File: config.mk
export PLATFORM = sky130hd
export DESIGN_NAME = dlic_top
export DESIGN_NICKNAME = d
export VERILOG_FILES = /design/src/dlic_pkg.sv /design/src/dlic_top.sv /design/src/dlic_level.sv
export SDC_FILE = /design/constraint.sdc
export NUM_CORES = 1
export LEC_CHECK = 0
export ABC_AREA = 1
export BUFFER_PORTS_ARGS = -buffer_cell sky130_fd_sc_hd__buf_2
export CAP_MARGIN = 20
export CELL_PAD_IN_SITES_DETAIL_PLACEMENT = 1
export CELL_PAD_IN_SITES_GLOBAL_PLACEMENT = 1
export CORE_AREA = 8 8 120 177
export CTS_CLUSTER_DIAMETER = 30
export CTS_CLUSTER_SIZE = 14
export DETAILED_ROUTE_END_ITERATION = 8
export DIE_AREA = 0 0 128 185
export HOLD_SLACK_MARGIN = 0.02
export PLACE_DENSITY_LB_ADDON = 0.1
export SYNTH_ARGS = -nofsm -noshare
export SYNTH_HDL_FRONTEND = slang
export SYNTH_SLANG_ARGS = --single-unit
File: constraint.sdc
create_clock -name sys_clk -period 3.03 [get_ports sys_clk]
set_input_delay 0.4545 -clock sys_clk [delete_from_list [all_inputs] [get_ports sys_clk]]
set_output_delay 0.4545 -clock sys_clk [all_outputs]
set_load 0.01 [all_outputs]
File: src/dlic_pkg.sv
`default_nettype none
package dlic_pkg;
  // ----------------------------------------------------------------
  // Register byte offsets
  // ----------------------------------------------------------------
  localparam logic [5:0] DLIC_OFF_NORMAL_RAW_SOURCE = 6'h00;
  localparam logic [5:0] DLIC_OFF_NORMAL_ENABLE_MASK = 6'h04;
  localparam logic [5:0] DLIC_OFF_NORMAL_ENABLE_CLEAR = 6'h08;
  localparam logic [5:0] DLIC_OFF_NORMAL_MASKED_STATUS = 6'h0C;
  localparam logic [5:0] DLIC_OFF_FAST_RAW_SOURCE = 6'h10;
  localparam logic [5:0] DLIC_OFF_FAST_ENABLE_MASK = 6'h14;
  localparam logic [5:0] DLIC_OFF_FAST_ENABLE_CLEAR = 6'h18;
  localparam logic [5:0] DLIC_OFF_FAST_MASKED_STATUS = 6'h1C;
  localparam logic [5:0] DLIC_OFF_SOFTWARE_INTERRUPT_CONTROL = 6'h20;

  // ----------------------------------------------------------------
  // Widths, field positions, reset values
  // ----------------------------------------------------------------
  localparam int DLIC_WIDTH = 32;
  localparam int DLIC_ADDR_W = 6;
  localparam int DLIC_FAST_SRC_BIT = 0;
  localparam int DLIC_SOFT_SRC_BIT = 1;
  localparam int DLIC_SWI_NORMAL_BIT = 1;
  localparam int DLIC_SWI_FAST_BIT = 2;
  localparam logic [31:0] DLIC_SWI_IMPL_MASK = 32'h0000_0006;
  localparam logic [31:0] DLIC_ZERO = 32'h0000_0000;
  localparam logic [1:0] DLIC_RESP_OKAY = 2'h0;
  localparam logic [1:0] DLIC_RESP_SLVERR = 2'h2;
endpackage
`default_nettype wire

File: src/dlic_top.sv
`default_nettype none
// Function
// - OR of normal status drives normal request
// - Raw normal bits follow peripheral requests, read-only
// - Mask one enables source, zero masks it
// - Enable mask writes only set bits
// - Write-only clear register clears mask ones
// - Masked status bits 31..1 equal raw AND mask
// - No priority encoder, no vector
// - Fast level mirrors normal register set
// - Fast status bits 31..1 ORed, feed bit 0
// - Fast enable write clears matching normal bit
// - Normal enable write clears matching fast bit
// - Source may be masked on both levels
// - Programmed interrupts bypass the masks
// - Software bit 2 drives fast bit 1
// - Software bit 1 drives normal bit 1
module dlic_top (
  // Clock and reset
  input wire logic sys_clk,
  input wire logic rst,
  // Peripheral requests
  input wire logic [31:0] normal_req_in,
  input wire logic [31:0] fast_req_in,
  // AXI4-Lite write address
  input wire logic [5:0] s_axi_awaddr,
  input wire logic [2:0] s_axi_awprot,
  input wire logic s_axi_awvalid,
  output logic s_axi_awready,
  // AXI4-Lite write data
  input wire logic [31:0] s_axi_wdata,
  input wire logic [3:0] s_axi_wstrb,
  input wire logic s_axi_wvalid,
  output logic s_axi_wready,
  // AXI4-Lite write response
  output logic [1:0] s_axi_bresp,
  output logic s_axi_bvalid,
  input wire logic s_axi_bready,
  // AXI4-Lite read address
  input wire logic [5:0] s_axi_araddr,
  input wire logic [2:0] s_axi_arprot,
  input wire logic s_axi_arvalid,
  output logic s_axi_arready,
  // AXI4-Lite read data
  output logic [31:0] s_axi_rdata,
  output logic [1:0] s_axi_rresp,
  output logic s_axi_rvalid,
  input wire logic s_axi_rready,
  // Core requests
  output logic normal_interrupt_request,
  output logic fast_interrupt_request
);
  // ----------------------------------------------------------------
  // Helpers
  // ----------------------------------------------------------------
  // Byte-lane merge of write data onto a zero word
  function automatic logic [31:0] lane_data(input logic [31:0] d, input logic [3:0] s);
    logic [31:0] r;
    r = dlic_pkg::DLIC_ZERO;
    for (int i = 0; i < 4; i++) begin
      if (s[i]) begin
        r[i*8 +: 8] = d[i*8 +: 8];
      end
    end
    return r;
  endfunction

  // Lane-wise select of new data over old value
  function automatic logic [31:0] lane_merge(input logic [31:0] old, input logic [31:0] d,
                                             input logic [3:0] s);
    logic [31:0] r;
    r = old;
    for (int i = 0; i < 4; i++) begin
      if (s[i]) begin
        r[i*8 +: 8] = d[i*8 +: 8];
      end
    end
    return r;
  endfunction

  // Word-aligned register offset; byte address bits 1:0 are ignored
  function automatic logic [5:0] word_offset(input logic [5:0] a);
    return {a[5:2], 2'b00};
  endfunction

  // Enable bits set by the ones of a written word
  function automatic logic [31:0] set_bits(input logic [31:0] old, input logic [31:0] ones);
    return old | ones;
  endfunction

  // Enable bits cleared by the ones of a written word
  function automatic logic [31:0] clear_bits(input logic [31:0] old, input logic [31:0] ones);
    return old & ~ones;
  endfunction

  // ----------------------------------------------------------------
  // Register state
  // ----------------------------------------------------------------
  logic [31:0] normal_enable_mask_reg;
  logic [31:0] fast_enable_mask_reg;
  logic [31:0] software_interrupt_control_reg;
  logic [31:0] normal_raw_source;
  logic [31:0] normal_masked_status;
  logic [31:0] fast_raw_source;
  logic [31:0] fast_masked_status;
  logic fast_or;

  // ----------------------------------------------------------------
  // Write channel
  // ----------------------------------------------------------------
  logic aw_held_reg;
  logic w_held_reg;
  logic [5:0] aw_addr_reg;
  logic [31:0] w_data_reg;
  logic [3:0] w_strb_reg;
  logic wr_fire;
  logic [31:0] wr_bits;
  logic wr_hit;

  // Address and data accepted in either order, one write in flight
  assign s_axi_awready = !aw_held_reg && !s_axi_bvalid;
  assign s_axi_wready = !w_held_reg && !s_axi_bvalid;
  assign wr_fire = aw_held_reg && w_held_reg && !s_axi_bvalid;
  assign wr_bits = lane_data(w_data_reg, w_strb_reg);

  // Write address capture
  always_ff @(posedge sys_clk) begin
    if (rst) begin
      aw_held_reg <= 1'b0;
      aw_addr_reg <= 6'h00;
    end else if (s_axi_awvalid && s_axi_awready) begin
      aw_held_reg <= 1'b1;
      aw_addr_reg <= s_axi_awaddr;
    end else if (wr_fire) begin
      aw_held_reg <= 1'b0;
    end
  end

  // Write data capture
  always_ff @(posedge sys_clk) begin
    if (rst) begin
      w_held_reg <= 1'b0;
      w_data_reg <= 32'h0000_0000;
      w_strb_reg <= 4'h0;
    end else if (s_axi_wvalid && s_axi_wready) begin
      w_held_reg <= 1'b1;
      w_data_reg <= s_axi_wdata;
      w_strb_reg <= s_axi_wstrb;
    end else if (wr_fire) begin
      w_held_reg <= 1'b0;
    end
  end

  // Decode of writable offsets
  always_comb begin
    unique case (word_offset(aw_addr_reg))
      dlic_pkg::DLIC_OFF_NORMAL_ENABLE_MASK,
      dlic_pkg::DLIC_OFF_NORMAL_ENABLE_CLEAR,
      dlic_pkg::DLIC_OFF_FAST_ENABLE_MASK,
      dlic_pkg::DLIC_OFF_FAST_ENABLE_CLEAR,
      dlic_pkg::DLIC_OFF_SOFTWARE_INTERRUPT_CONTROL: wr_hit = 1'b1;
      default: wr_hit = 1'b0;
    endcase
  end

  // Write response valid, held until bready
  always_ff @(posedge sys_clk) begin
    if (rst) begin
      s_axi_bvalid <= 1'b0;
    end else if (wr_fire) begin
      s_axi_bvalid <= 1'b1;
    end else if (s_axi_bready) begin
      s_axi_bvalid <= 1'b0;
    end
  end

  // Write response code; read-only or unmapped offsets answer SLVERR
  always_ff @(posedge sys_clk) begin
    if (rst) begin
      s_axi_bresp <= dlic_pkg::DLIC_RESP_OKAY;
    end else if (wr_fire) begin
      s_axi_bresp <= wr_hit ? dlic_pkg::DLIC_RESP_OKAY : dlic_pkg::DLIC_RESP_SLVERR;
    end
  end

  // ----------------------------------------------------------------
  // Enable masks
  // ----------------------------------------------------------------
  logic wr_normal_en;
  logic wr_normal_clr;
  logic wr_fast_en;
  logic wr_fast_clr;
  logic wr_swi;
  logic [5:0] wr_off;

  assign wr_off = word_offset(aw_addr_reg);
  assign wr_normal_en = wr_fire && (wr_off == dlic_pkg::DLIC_OFF_NORMAL_ENABLE_MASK);
  assign wr_normal_clr = wr_fire && (wr_off == dlic_pkg::DLIC_OFF_NORMAL_ENABLE_CLEAR);
  assign wr_fast_en = wr_fire && (wr_off == dlic_pkg::DLIC_OFF_FAST_ENABLE_MASK);
  assign wr_fast_clr = wr_fire && (wr_off == dlic_pkg::DLIC_OFF_FAST_ENABLE_CLEAR);
  assign wr_swi = wr_fire && (wr_off == dlic_pkg::DLIC_OFF_SOFTWARE_INTERRUPT_CONTROL);

  // Normal mask: set by ones, cleared by clear reg or fast enable
  always_ff @(posedge sys_clk) begin
    if (rst) begin
      normal_enable_mask_reg <= dlic_pkg::DLIC_ZERO;
    end else if (wr_normal_en) begin
      normal_enable_mask_reg <= set_bits(normal_enable_mask_reg, wr_bits);
    end else if (wr_normal_clr) begin
      normal_enable_mask_reg <= clear_bits(normal_enable_mask_reg, wr_bits);
    end else if (wr_fast_en) begin
      normal_enable_mask_reg <= clear_bits(normal_enable_mask_reg, wr_bits);
    end
  end

  // Fast mask: same scheme, cleared by normal enable writes
  always_ff @(posedge sys_clk) begin
    if (rst) begin
      fast_enable_mask_reg <= dlic_pkg::DLIC_ZERO;
    end else if (wr_fast_en) begin
      fast_enable_mask_reg <= set_bits(fast_enable_mask_reg, wr_bits);
    end else if (wr_fast_clr) begin
      fast_enable_mask_reg <= clear_bits(fast_enable_mask_reg, wr_bits);
    end else if (wr_normal_en) begin
      fast_enable_mask_reg <= clear_bits(fast_enable_mask_reg, wr_bits);
    end
  end

  // Software interrupt register; reserved bits held at zero
  always_ff @(posedge sys_clk) begin
    if (rst) begin
      software_interrupt_control_reg <= dlic_pkg::DLIC_ZERO;
    end else if (wr_swi) begin
      software_interrupt_control_reg <=
        lane_merge(software_interrupt_control_reg, w_data_reg, w_strb_reg)
        & dlic_pkg::DLIC_SWI_IMPL_MASK;
    end
  end

  // ----------------------------------------------------------------
  // Interrupt levels
  // ----------------------------------------------------------------
  // Fast level: bit 0 slot carries the fast OR itself
  dlic_level u_fast (
    .periph_req(fast_req_in),
    .fast_or(fast_or),
    .soft_req(software_interrupt_control_reg[dlic_pkg::DLIC_SWI_FAST_BIT]),
    .enable_mask(fast_enable_mask_reg),
    .raw_source(fast_raw_source),
    .masked_status(fast_masked_status)
  );

  // Normal level
  dlic_level u_normal (
    .periph_req(normal_req_in),
    .fast_or(fast_or),
    .soft_req(software_interrupt_control_reg[dlic_pkg::DLIC_SWI_NORMAL_BIT]),
    .enable_mask(normal_enable_mask_reg),
    .raw_source(normal_raw_source),
    .masked_status(normal_masked_status)
  );

  // Enabled fast pin requests above the OR slot
  logic [31:1] fast_hits;
  assign fast_hits = fast_req_in[31:1] & fast_enable_mask_reg[31:1];

  // Fast OR of status bits 31..1 built from inputs, so bit 0 never feeds itself
  assign fast_or = |fast_hits
                   | software_interrupt_control_reg[dlic_pkg::DLIC_SWI_FAST_BIT];

  // Normal core request; no vector or priority encoding
  always_ff @(posedge sys_clk) begin
    if (rst) begin
      normal_interrupt_request <= 1'b0;
    end else begin
      normal_interrupt_request <= |normal_masked_status;
    end
  end

  // Fast core request from the fast OR
  always_ff @(posedge sys_clk) begin
    if (rst) begin
      fast_interrupt_request <= 1'b0;
    end else begin
      fast_interrupt_request <= fast_or;
    end
  end

  // ----------------------------------------------------------------
  // Read channel
  // ----------------------------------------------------------------
  logic [31:0] rd_word;
  logic rd_hit;
  logic [5:0] rd_off;

  assign s_axi_arready = !s_axi_rvalid;
  assign rd_off = word_offset(s_axi_araddr);

  // Read decode; clear registers are write-only and read as zero
  always_comb begin
    rd_hit = 1'b1;
    unique case (rd_off)
      dlic_pkg::DLIC_OFF_NORMAL_RAW_SOURCE: rd_word = normal_raw_source;
      dlic_pkg::DLIC_OFF_NORMAL_ENABLE_MASK: rd_word = normal_enable_mask_reg;
      dlic_pkg::DLIC_OFF_NORMAL_ENABLE_CLEAR: rd_word = dlic_pkg::DLIC_ZERO;
      dlic_pkg::DLIC_OFF_NORMAL_MASKED_STATUS: rd_word = normal_masked_status;
      dlic_pkg::DLIC_OFF_FAST_RAW_SOURCE: rd_word = fast_raw_source;
      dlic_pkg::DLIC_OFF_FAST_ENABLE_MASK: rd_word = fast_enable_mask_reg;
      dlic_pkg::DLIC_OFF_FAST_ENABLE_CLEAR: rd_word = dlic_pkg::DLIC_ZERO;
      dlic_pkg::DLIC_OFF_FAST_MASKED_STATUS: rd_word = fast_masked_status;
      dlic_pkg::DLIC_OFF_SOFTWARE_INTERRUPT_CONTROL: rd_word = software_interrupt_control_reg;
      default: begin
        rd_word = dlic_pkg::DLIC_ZERO;
        rd_hit = 1'b0;
      end
    endcase
  end

  // Read valid: raised on a taken address, dropped on rready
  always_ff @(posedge sys_clk) begin
    if (rst) begin
      s_axi_rvalid <= 1'b0;
    end else if (s_axi_arvalid && s_axi_arready) begin
      s_axi_rvalid <= 1'b1;
    end else if (s_axi_rready) begin
      s_axi_rvalid <= 1'b0;
    end
  end

  // Read data and response, held until taken
  always_ff @(posedge sys_clk) begin
    if (rst) begin
      s_axi_rdata <= dlic_pkg::DLIC_ZERO;
      s_axi_rresp <= dlic_pkg::DLIC_RESP_OKAY;
    end else if (s_axi_arvalid && s_axi_arready) begin
      s_axi_rdata <= rd_word;
      s_axi_rresp <= rd_hit ? dlic_pkg::DLIC_RESP_OKAY : dlic_pkg::DLIC_RESP_SLVERR;
    end
  end

  // Protection fields carry no meaning here
  logic unused_prot;
  assign unused_prot = ^{s_axi_awprot, s_axi_arprot, aw_addr_reg[1:0], s_axi_araddr[1:0]};
endmodule
`default_nettype wire

File: src/dlic_level.sv
`default_nettype none
// ------------------------------------------------------------------
// One interrupt level: raw source merge and masked status
// ------------------------------------------------------------------
module dlic_level (
  // Inputs
  input wire logic [31:0] periph_req,
  input wire logic fast_or,
  input wire logic soft_req,
  input wire logic [31:0] enable_mask,
  // Outputs
  output logic [31:0] raw_source,
  output logic [31:0] masked_status
);
  // Raw sources follow requesters, bit 0 from fast OR, bit 1 from its request line OR software
  always_comb begin
    raw_source = periph_req;
    raw_source[dlic_pkg::DLIC_FAST_SRC_BIT] = fast_or;
    raw_source[dlic_pkg::DLIC_SOFT_SRC_BIT] = periph_req[dlic_pkg::DLIC_SOFT_SRC_BIT] | soft_req;
  end

  // Masked status bits 31..1 are raw AND mask, bit 0 is the fast OR; programmed requests bypass the mask
  always_comb begin
    masked_status = raw_source & enable_mask;
    masked_status[dlic_pkg::DLIC_FAST_SRC_BIT] = fast_or;
    if (soft_req) begin
      masked_status[dlic_pkg::DLIC_SOFT_SRC_BIT] = 1'b1;
    end
  end
endmodule
`default_nettype wire

# == Word level (Yosys, flattened, before mapping) ==
# Index checks and enable logic that the tools add are counted.
# classes
n_eq_ne,13
mux,24
bitwise_logic,11
reduce_logical,28
# ops
operator,count
32-bit one-hot mux with 7 select lines,1
32-bit two-way mux,6
32-bit AND,4
32-bit bitwise OR,2
8-bit two-way mux,4
32-bit inverter,1
32-bit OR reduction,1
31-bit AND,1
31-bit OR reduction,1
"4-bit by 3-bit == test with 1-bit output, second input constant",6
"4-bit by 2-bit == test with 1-bit output, second input constant",3
1-bit logical AND,12
1-bit two-way mux,11
9-bit OR reduction,1
"4-bit by 1-bit == test with 1-bit output, second input constant",2
"4-bit == test, second input constant",2
2-bit nonzero test,4
6-bit zero test,1
3-bit nonzero test,2
5-bit OR reduction,1
1-bit zero test,4
2-bit two-way mux,2
1-bit bitwise OR,3
2-bit AND reduction,1
# word_totals
regBits,150
output_inout_bits,43
elab_cells,91

# == Logic depth before layout (Yosys ltp) ==
# Gate-level depths: netlist of the first run.
# logic_depth
word_depth,6
mapped_depth,11

# == Cells and area by module ==
# Synthesis of the first run repeated with hierarchy kept, for this count alone.
# hier_totals
cells_unflattened,1454
hier_area_um2,8773.4
# by_module_without_submodules
module,n_inst,cells_per_inst,area_each_um2,seq_area_each_um2
dlic_top,1,1260,7805.0,2922.8
dlic_level,2,97,484.2,0.0

# == Least setup slack after synthesis of the first run ==
# No wires, ideal clock.
# synth_path
path_type,input-to-reg
from,input s_axi_araddr[2]
to,register s_axi_rdata[21]
setup_time_ns,0.070
arrival_ns,1.478
slack_ns,1.482
stages,9
path_cell_list,buf_2 inv_1 nand2_1 inv_1 nor3_1 buf_2 buf_2 nand3_1 a21oi_1
# synth_between
elab_chain_cells,2
# synth_lines
element,line_no,text
start: declaration,dlic_top.sv:40,"input wire logic [5:0] s_axi_araddr,"
4-bit == test (tied with other cells),dlic_top.sv:302,unique case (rd_off)
32-bit one-hot mux with 7 select lines (*),dlic_top.sv:302,
end signal: assignment,dlic_top.sv:333,s_axi_rdata <= dlic_pkg::DLIC_ZERO;
end signal: assignment,dlic_top.sv:336,s_axi_rdata <= rd_word;
end: declaration,dlic_top.sv:45,"output logic [31:0] s_axi_rdata,"
# Every way passes the cells marked *; elsewhere a longest branch is shown, timed or not.
# A chain may end at the register's enable or synchronous reset.

==> results of run 1 <==
## power by group
part	internal, mW	switching (mW)
logic	0.172	0.332
registers	1.99	0.0925
clock network	1.36	0.818
total	3.52	1.24
## final cells by class
class,count,area (um2),share of cell area (%)
well taps,256,320,3.70
clock inverters,9,129,1.49
repair buffers,171,943,10.9
multi-input cells,833,3770,43.5
inverters,25,93.8,1.08
clock buffers,23,478,5.52
flip-flops and latches,146,2920,33.8
## per-layer routing
layer | global-route usage, % | wire [um] | vias up
li1 | - | - | 3877
met5 | 0 | 0 | -
met4 | 8.69 | 595 | 0
met2 | 38.3 | 12800 | 171
met1 | 28.1 | 12000 | 3684
met3 | 4.52 | 1090 | 30
## worst max-delay path: cells and delay by family (launching register included)
family / cells / cell delay (ps)
flops: 1 / 360
simple gates: 4 / 520
buf+inv: 2 / 690
compound gates: 2 / 210
## cells in the final DEF (no fill, tap or decap), drive strengths merged, types with 23 or more instances in the layout
cell	netlist	final
a21oi	110	110
nand3	160	160
nand2	322	322
nor2	110	110
o21ai	47	47
nand4	69	69
inv	24	24
dfxtp	146	146
buf	34	171
clkbuf	48	23
## kinds of logic after synthesis
logic type,after synthesis
other,1
flip-flops,146
AO/OA/AOI/OAI,163
XOR/XNOR,1
buffers and inverters,107
multiplexers,1
AND/OR/NAND/NOR,666
## through the flow
| stage | std cells | total power, mW | utilization [%] | hold WS (ps) |
|---|---|---|---|---|
| 3_5_place_dp | 1429 | 2.61 | 42.6 | 454 |
| 2_1_floorplan | 1086 | 2.39 | - | 440 |
| 6_report | 1463 | 4.76 | 46.1 | 276 |
| 5_1_grt | 1463 | 4.95 | 46.1 | 287 |
| 3_3_place_gp | 1429 | 2.60 | 42.6 | 451 |
| 4_1_cts | 1461 | 4.80 | 45.8 | 262 |
## path summary, 6_finish.rpt
| kind | start | to | cells past startpoint |
|---|---|---|---|
| max | aw_held_reg | flip-flop | 8 |
| min | s_axi_bready | s_axi_bvalid | 4 |
| max reg2reg | aw_held_reg | flip-flop | 8 |
| min reg2reg | s_axi_rdata[23] | s_axi_rdata[23] | 2 |
==> flow_summary.json, run 1 <==
{
  "placement.cell_area_um2": 7990,
  "drtAntennaViolNets": 0,
  "cts_root_buffer": "clkbuf_16",
  "resized_after_cts": 0,
  "syn_inst": 1085,
  "placeableCoreArea_um2": 18800,
  "hold_viol": 0,
  "synth.lib_cells_used.distinct": 27,
  "cts_inserted_buffers": 17,
  "synth_top_family_by_area": "simple AND/OR/NAND/NOR gates",
  "maxSlewHeadroom_pct": 26.3,
  "critical_path.most_common_cell": "nand2_1",
  "number_of_filler_instances_in_the_final_layout": 2544,
  "status": "finished clean",
  "synth_edf_count": 0,
  "wl_um": 26400,
  "drive_gt1_share_pct": 17.3,
  "post-synth-top-count-cell": "nand2_1",
  "htree_num_levels": 4,
  "synth.area.top_cells": "dfxtp_1, nand2_1, nand3_1",
  "post-route-period-util_pct": 63.6,
  "drc_errors": 0,
  "cpPeakStageDelay_ps": 560,
  "critical_path_peak_fanout": 64,
  "timing.fmax_ghz": 0.519,
  "synth_warnings": 0,
  "synth-xor-area-share_pct": 0.122,
  "critPathLaunchType": "flip-flop",
  "postSynthRegisterBits": 146,
  "power.leakage_nw": 3.47,
  "ios": 168,
  "drt_wl_cell_um": 18.1,
  "final.setup.tns_ps": 0,
  "share_of_yosys_cell_area_claimed_by_the_top_area_cell_type_pct": 40.8,
  "cts.path.max_buffers": 2,
  "synth.largest_area_cell": "dfxtp_1",
  "pwr_density_cell_nw_per_um2": 550,
  "die_h_um": 185,
  "via_count": 7762,
  "grt_pass1_wl_um": 42600,
  "grt_max_degree": 65,
  "cap_violations": 0,
  "synth_flop_cell": "dfxtp_1",
  "floorplan.initialDensity_pct": 38.1,
  "place.gp.congestion": 0.822,
  "critical_path.cell_chain": "nand2_1, nor2_2, inv_2, o21ai_4, buf_4, nand3_1, nand2_1, a21oi_1",
  "tightestPinTransition_ps": 1100,
  "cts_post_setup_buffers_inserted": 0,
  "dieWidth_um": 128,
  "clock_insertion_delay_at_the_later_pin_of_the_skew_report_ps": 420,
  "viasPerCell": 5.31,
  "cts_hold_buf": 0,
  "place_hpwl_um": 18600,
  "cts_tree": "done",
  "post_synth_mux_area_share_pct": 0.157,
  "finalMaxSlewViolations": 0,
  "cell_types_with_the_highest_counts_after_synthesis": "nand2_1, nand3_1, dfxtp_1, a21oi_1, nor2_1",
  "synth_area_per_cell_um2": 6.60,
  "grt_pass1_vias": 8028,
  "post_synthesis_share_of_cell_area_spent_on_full_adders_half_adders_and_majority_gates_pct": 0,
  "grt_antenna_before_repair": 0,
  "synth_compound_area_share_pct": 11.9,
  "flow.area_growth_from_synthesis_pct": 20.9,
  "placement.io_buffers": 153,
  "cpMaxStageDelayCell": "buf_4",
  "worst-setup-path-type": "flip-flop to flip-flop",
  "global_route.usage.total_pct": 22.8,
  "async_s_r_ff_share_synth_pct": 0,
  "synth.yosys.seq_area_share_pct": 40.8,
  "worst_ep_required_time_ps": 3330,
  "worst_ep_arrival_time_ps": 2230,
  "setup-violations-final": 0,
  "post-place-ws_ps": 1010,
  "min_period_ps": 1930,
  "design_area_um2": 8660,
  "end_kind": "flip-flop",
  "nets_final": 1319,
  "regToRegSetupSlack_ps": 1100,
  "yosys.area_share.simple_pct": 40.3,
  "power.ir.vdd_worst_v": 0.000262,
  "hold_path_class": "input port to flip-flop",
  "cts_num_sinks": 146,
  "gr-total-overflow": 0,
  "drt-pass1-iter-count": 5,
  "die_area_um2": 23700,
  "antennaDiodeCount": 0,
  "grt_setup_unrepaired": "no",
  "clk_pin_slew_ps": 60,
  "worst_clock_skew_ps": 6.53,
  "drtIter0Drc": 492,
  "worst_slack_ps": 1100,
  "rows": 62,
  "post_synth_instance_area_um2": 7160
}
No activity file was read; power rests on OpenSTA's default activity.
==> inputs of run 2 (changes only) <==
- CORE_AREA: 8 8 120 177 -> 8 8 128 189
- DIE_AREA: 0 0 128 185 -> 0 0 136 197
- clock period: 3.03 -> 1.6 ns (I/O delays scaled with it)
==> flow_summary.json, run 2 (synthesis results as in run 1) <==
{
  "place_hpwl_um": 19400,
  "regToRegSetupSlack_ps": -8,
  "die_area_um2": 26800,
  "number_of_cells_on_the_worst_reg_to_reg_path": 9,
  "pwr_density_cell_nw_per_um2": 972,
  "setup.worst_path.start": "aw_addr_reg[3]",
  "viasPerCell": 5.30,
  "htree_num_levels": 4,
  "final_common_cell": "nand2_1",
  "gr-total-overflow": 0,
  "finalMaxSlewViolations": 0,
  "cts_num_sinks": 146,
  "clock_insertion_delay_at_the_later_pin_of_the_skew_report_ps": 430,
  "grt_pass1_vias": 7838,
  "critical_path_peak_fanout": 8,
  "cts_hold_buf": 0,
  "drive_gt1_share_pct": 20.7,
  "hold_path_class": "input port to flip-flop",
  "cpPeakStageDelay_ps": 380,
  "via_count": 8002,
  "critical_path.most_common_cell": "nand2_1",
  "total_power_mw": 8.96,
  "status": "complete, but fails checks",
  "dieWidth_um": 136,
  "die_h_um": 197,
  "worst_clock_skew_ps": 5.70,
  "cts_tree": "done",
  "grt_setup_unrepaired": "yes",
  "post-place-ws_ps": -1.76,
  "clk_pin_slew_ps": 60,
  "tightestPinTransition_ps": 513,
  "drt-pass1-iter-count": 5,
  "final_core_density_pct": 42.9,
  "worst_hold_startpoint": "s_axi_wdata[9]",
  "cts_inserted_buffers": 17,
  "power.leakage_nw": 3.69,
  "placement.io_buffers": 153,
  "floorplan.initialDensity_pct": 33.4,
  "drtIter0Drc": 478,
  "setup-violations-final": 2,
  "drc_errors": 0,
  "post-route-period-util_pct": 101,
  "wl_um": 29700,
  "maxSlewHeadroom_pct": 65.8,
  "cap_violations": 0,
  "flow.area_growth_from_synthesis_pct": 28.7,
  "drtAntennaViolNets": 0,
  "ios": 168,
  "end_kind": "flip-flop",
  "hold_viol": 0,
  "placeableCoreArea_um2": 21500,
  "cpMaxStageDelayCell": "dfxtp_4",
  "violations": "negative setup slack",
  "drt_wl_cell_um": 19.7,
  "global_route.usage.total_pct": 21.0,
  "rows": 66,
  "critical_path.cell_chain": "xor2_2, nand2_1, a21oi_4, buf_12, buf_12, nand3_1, nand2_1, nand2_1, nor2_1",
  "post_layout_nonfiller_instances": 1509,
  "nets_final": 1349,
  "power.ir.vdd_worst_v": 0.000742,
  "grt_max_degree": 102,
  "layout_common_cells": "nand2_1, nand3_1, buf_2",
  "timing.fmax_ghz": 0.622,
  "worst_ep_required_time_ps": 1970,
  "worst-setup-path-type": "flip-flop to flip-flop",
  "critPathLaunchType": "flip-flop",
  "cts.path.max_buffers": 2,
  "grt_antenna_before_repair": 0,
  "cts_root_buffer": "clkbuf_16",
  "antennaDiodeCount": 0,
  "place.gp.congestion": 0.828,
  "numPlacedInstances": 1456,
  "min_period_ps": 1610,
  "worst_ep_arrival_time_ps": 1970,
  "critical_path.reg2reg.startpoint": "aw_addr_reg[3]",
  "worst_slack_ps": -8.10,
  "grt_pass1_wl_um": 43800
}
run 2: cell types whose count changed in the layout (fill, tap and decap cells not counted), sizes merged:
| cell | previous run | this run |
|---|---|---|
| clkinv | 5 | 11 |
| buf | 171 | 194 |
| clkinvlp | 2 | 3 |
| bufinv | 3 | 2 |
| clkbuf | 23 | 24 |
run 2: worst min-delay path by stage:
stage	endpoint	slack, ps	cells after the start
final	w_data_reg[9]	50	3
after global routing	s_axi_bvalid	70	4
after CTS	w_data_reg[9]	40	3
after detailed placement	s_axi_rdata[25]	460	2
after global placement	s_axi_rdata[9]	450	2
after floorplan	s_axi_rresp[1]	380	2
run 2: per-layer routing:
layer	routed length (um)	vias to the layer above	GRT usage, %
met3	1740	31	4.05
met4	605	0	5.80
met1	12600	3800	26.1
li1	-	3948	-
met2	14700	223	36.0
met5	0	-	0
run 2: critical path: cells and delay by family, from the launching register on:
| kind | cells | cell delay (ps) |
|---|---|---|
| xor gates and xnor gates | 1 | 180 |
| buffers and inverters | 2 | 320 |
| and+or+nand+nor | 5 | 490 |
| DFF | 1 | 380 |
| AOI/OAI and AO/OA | 1 | 170 |
run 2: through the flow:
stage	hold WS, ps	TNS [ps]	area, um2
2_1_floorplan	385	0	7170
3_3_place_gp	450	0	8220
3_5_place_dp	456	-1.76	8220
4_1_cts	36.0	-51.3	8930
5_1_grt	65.9	-3350	9220
6_report	52.0	-11.1	9220
run 2: layout make-up:
type                            instances  area [um2]
Clock buffer                           17         425
Clock inverter                         15         144
Fill cell                            2790       12300
Inverter                               25        96.3
Multi-Input combinational cell        833        3810
Sequential cell                       146        2930
Tap cell                              272         340
Timing Repair Buffer                  201        1470
run 2: repair_timing:
| action | in CTS | in global routing |
|---|---|---|
| resized for setup | 10 | 19 |
| setup buffers | 4 | 8 |
| gates cloned | 2 | 9 |
| pin swaps | 4 | 39 |
| endpoints found under the setup margin | 22 | 65 |
| hold endpoints to repair | 0 | 0 |
run 2: where the power goes:
part	internal (mW)	switching (mW)	total (mW)
Clock	2.28	1.69	3.96
Sequential	3.76	0.153	3.92
Combinational	0.388	0.691	1.08
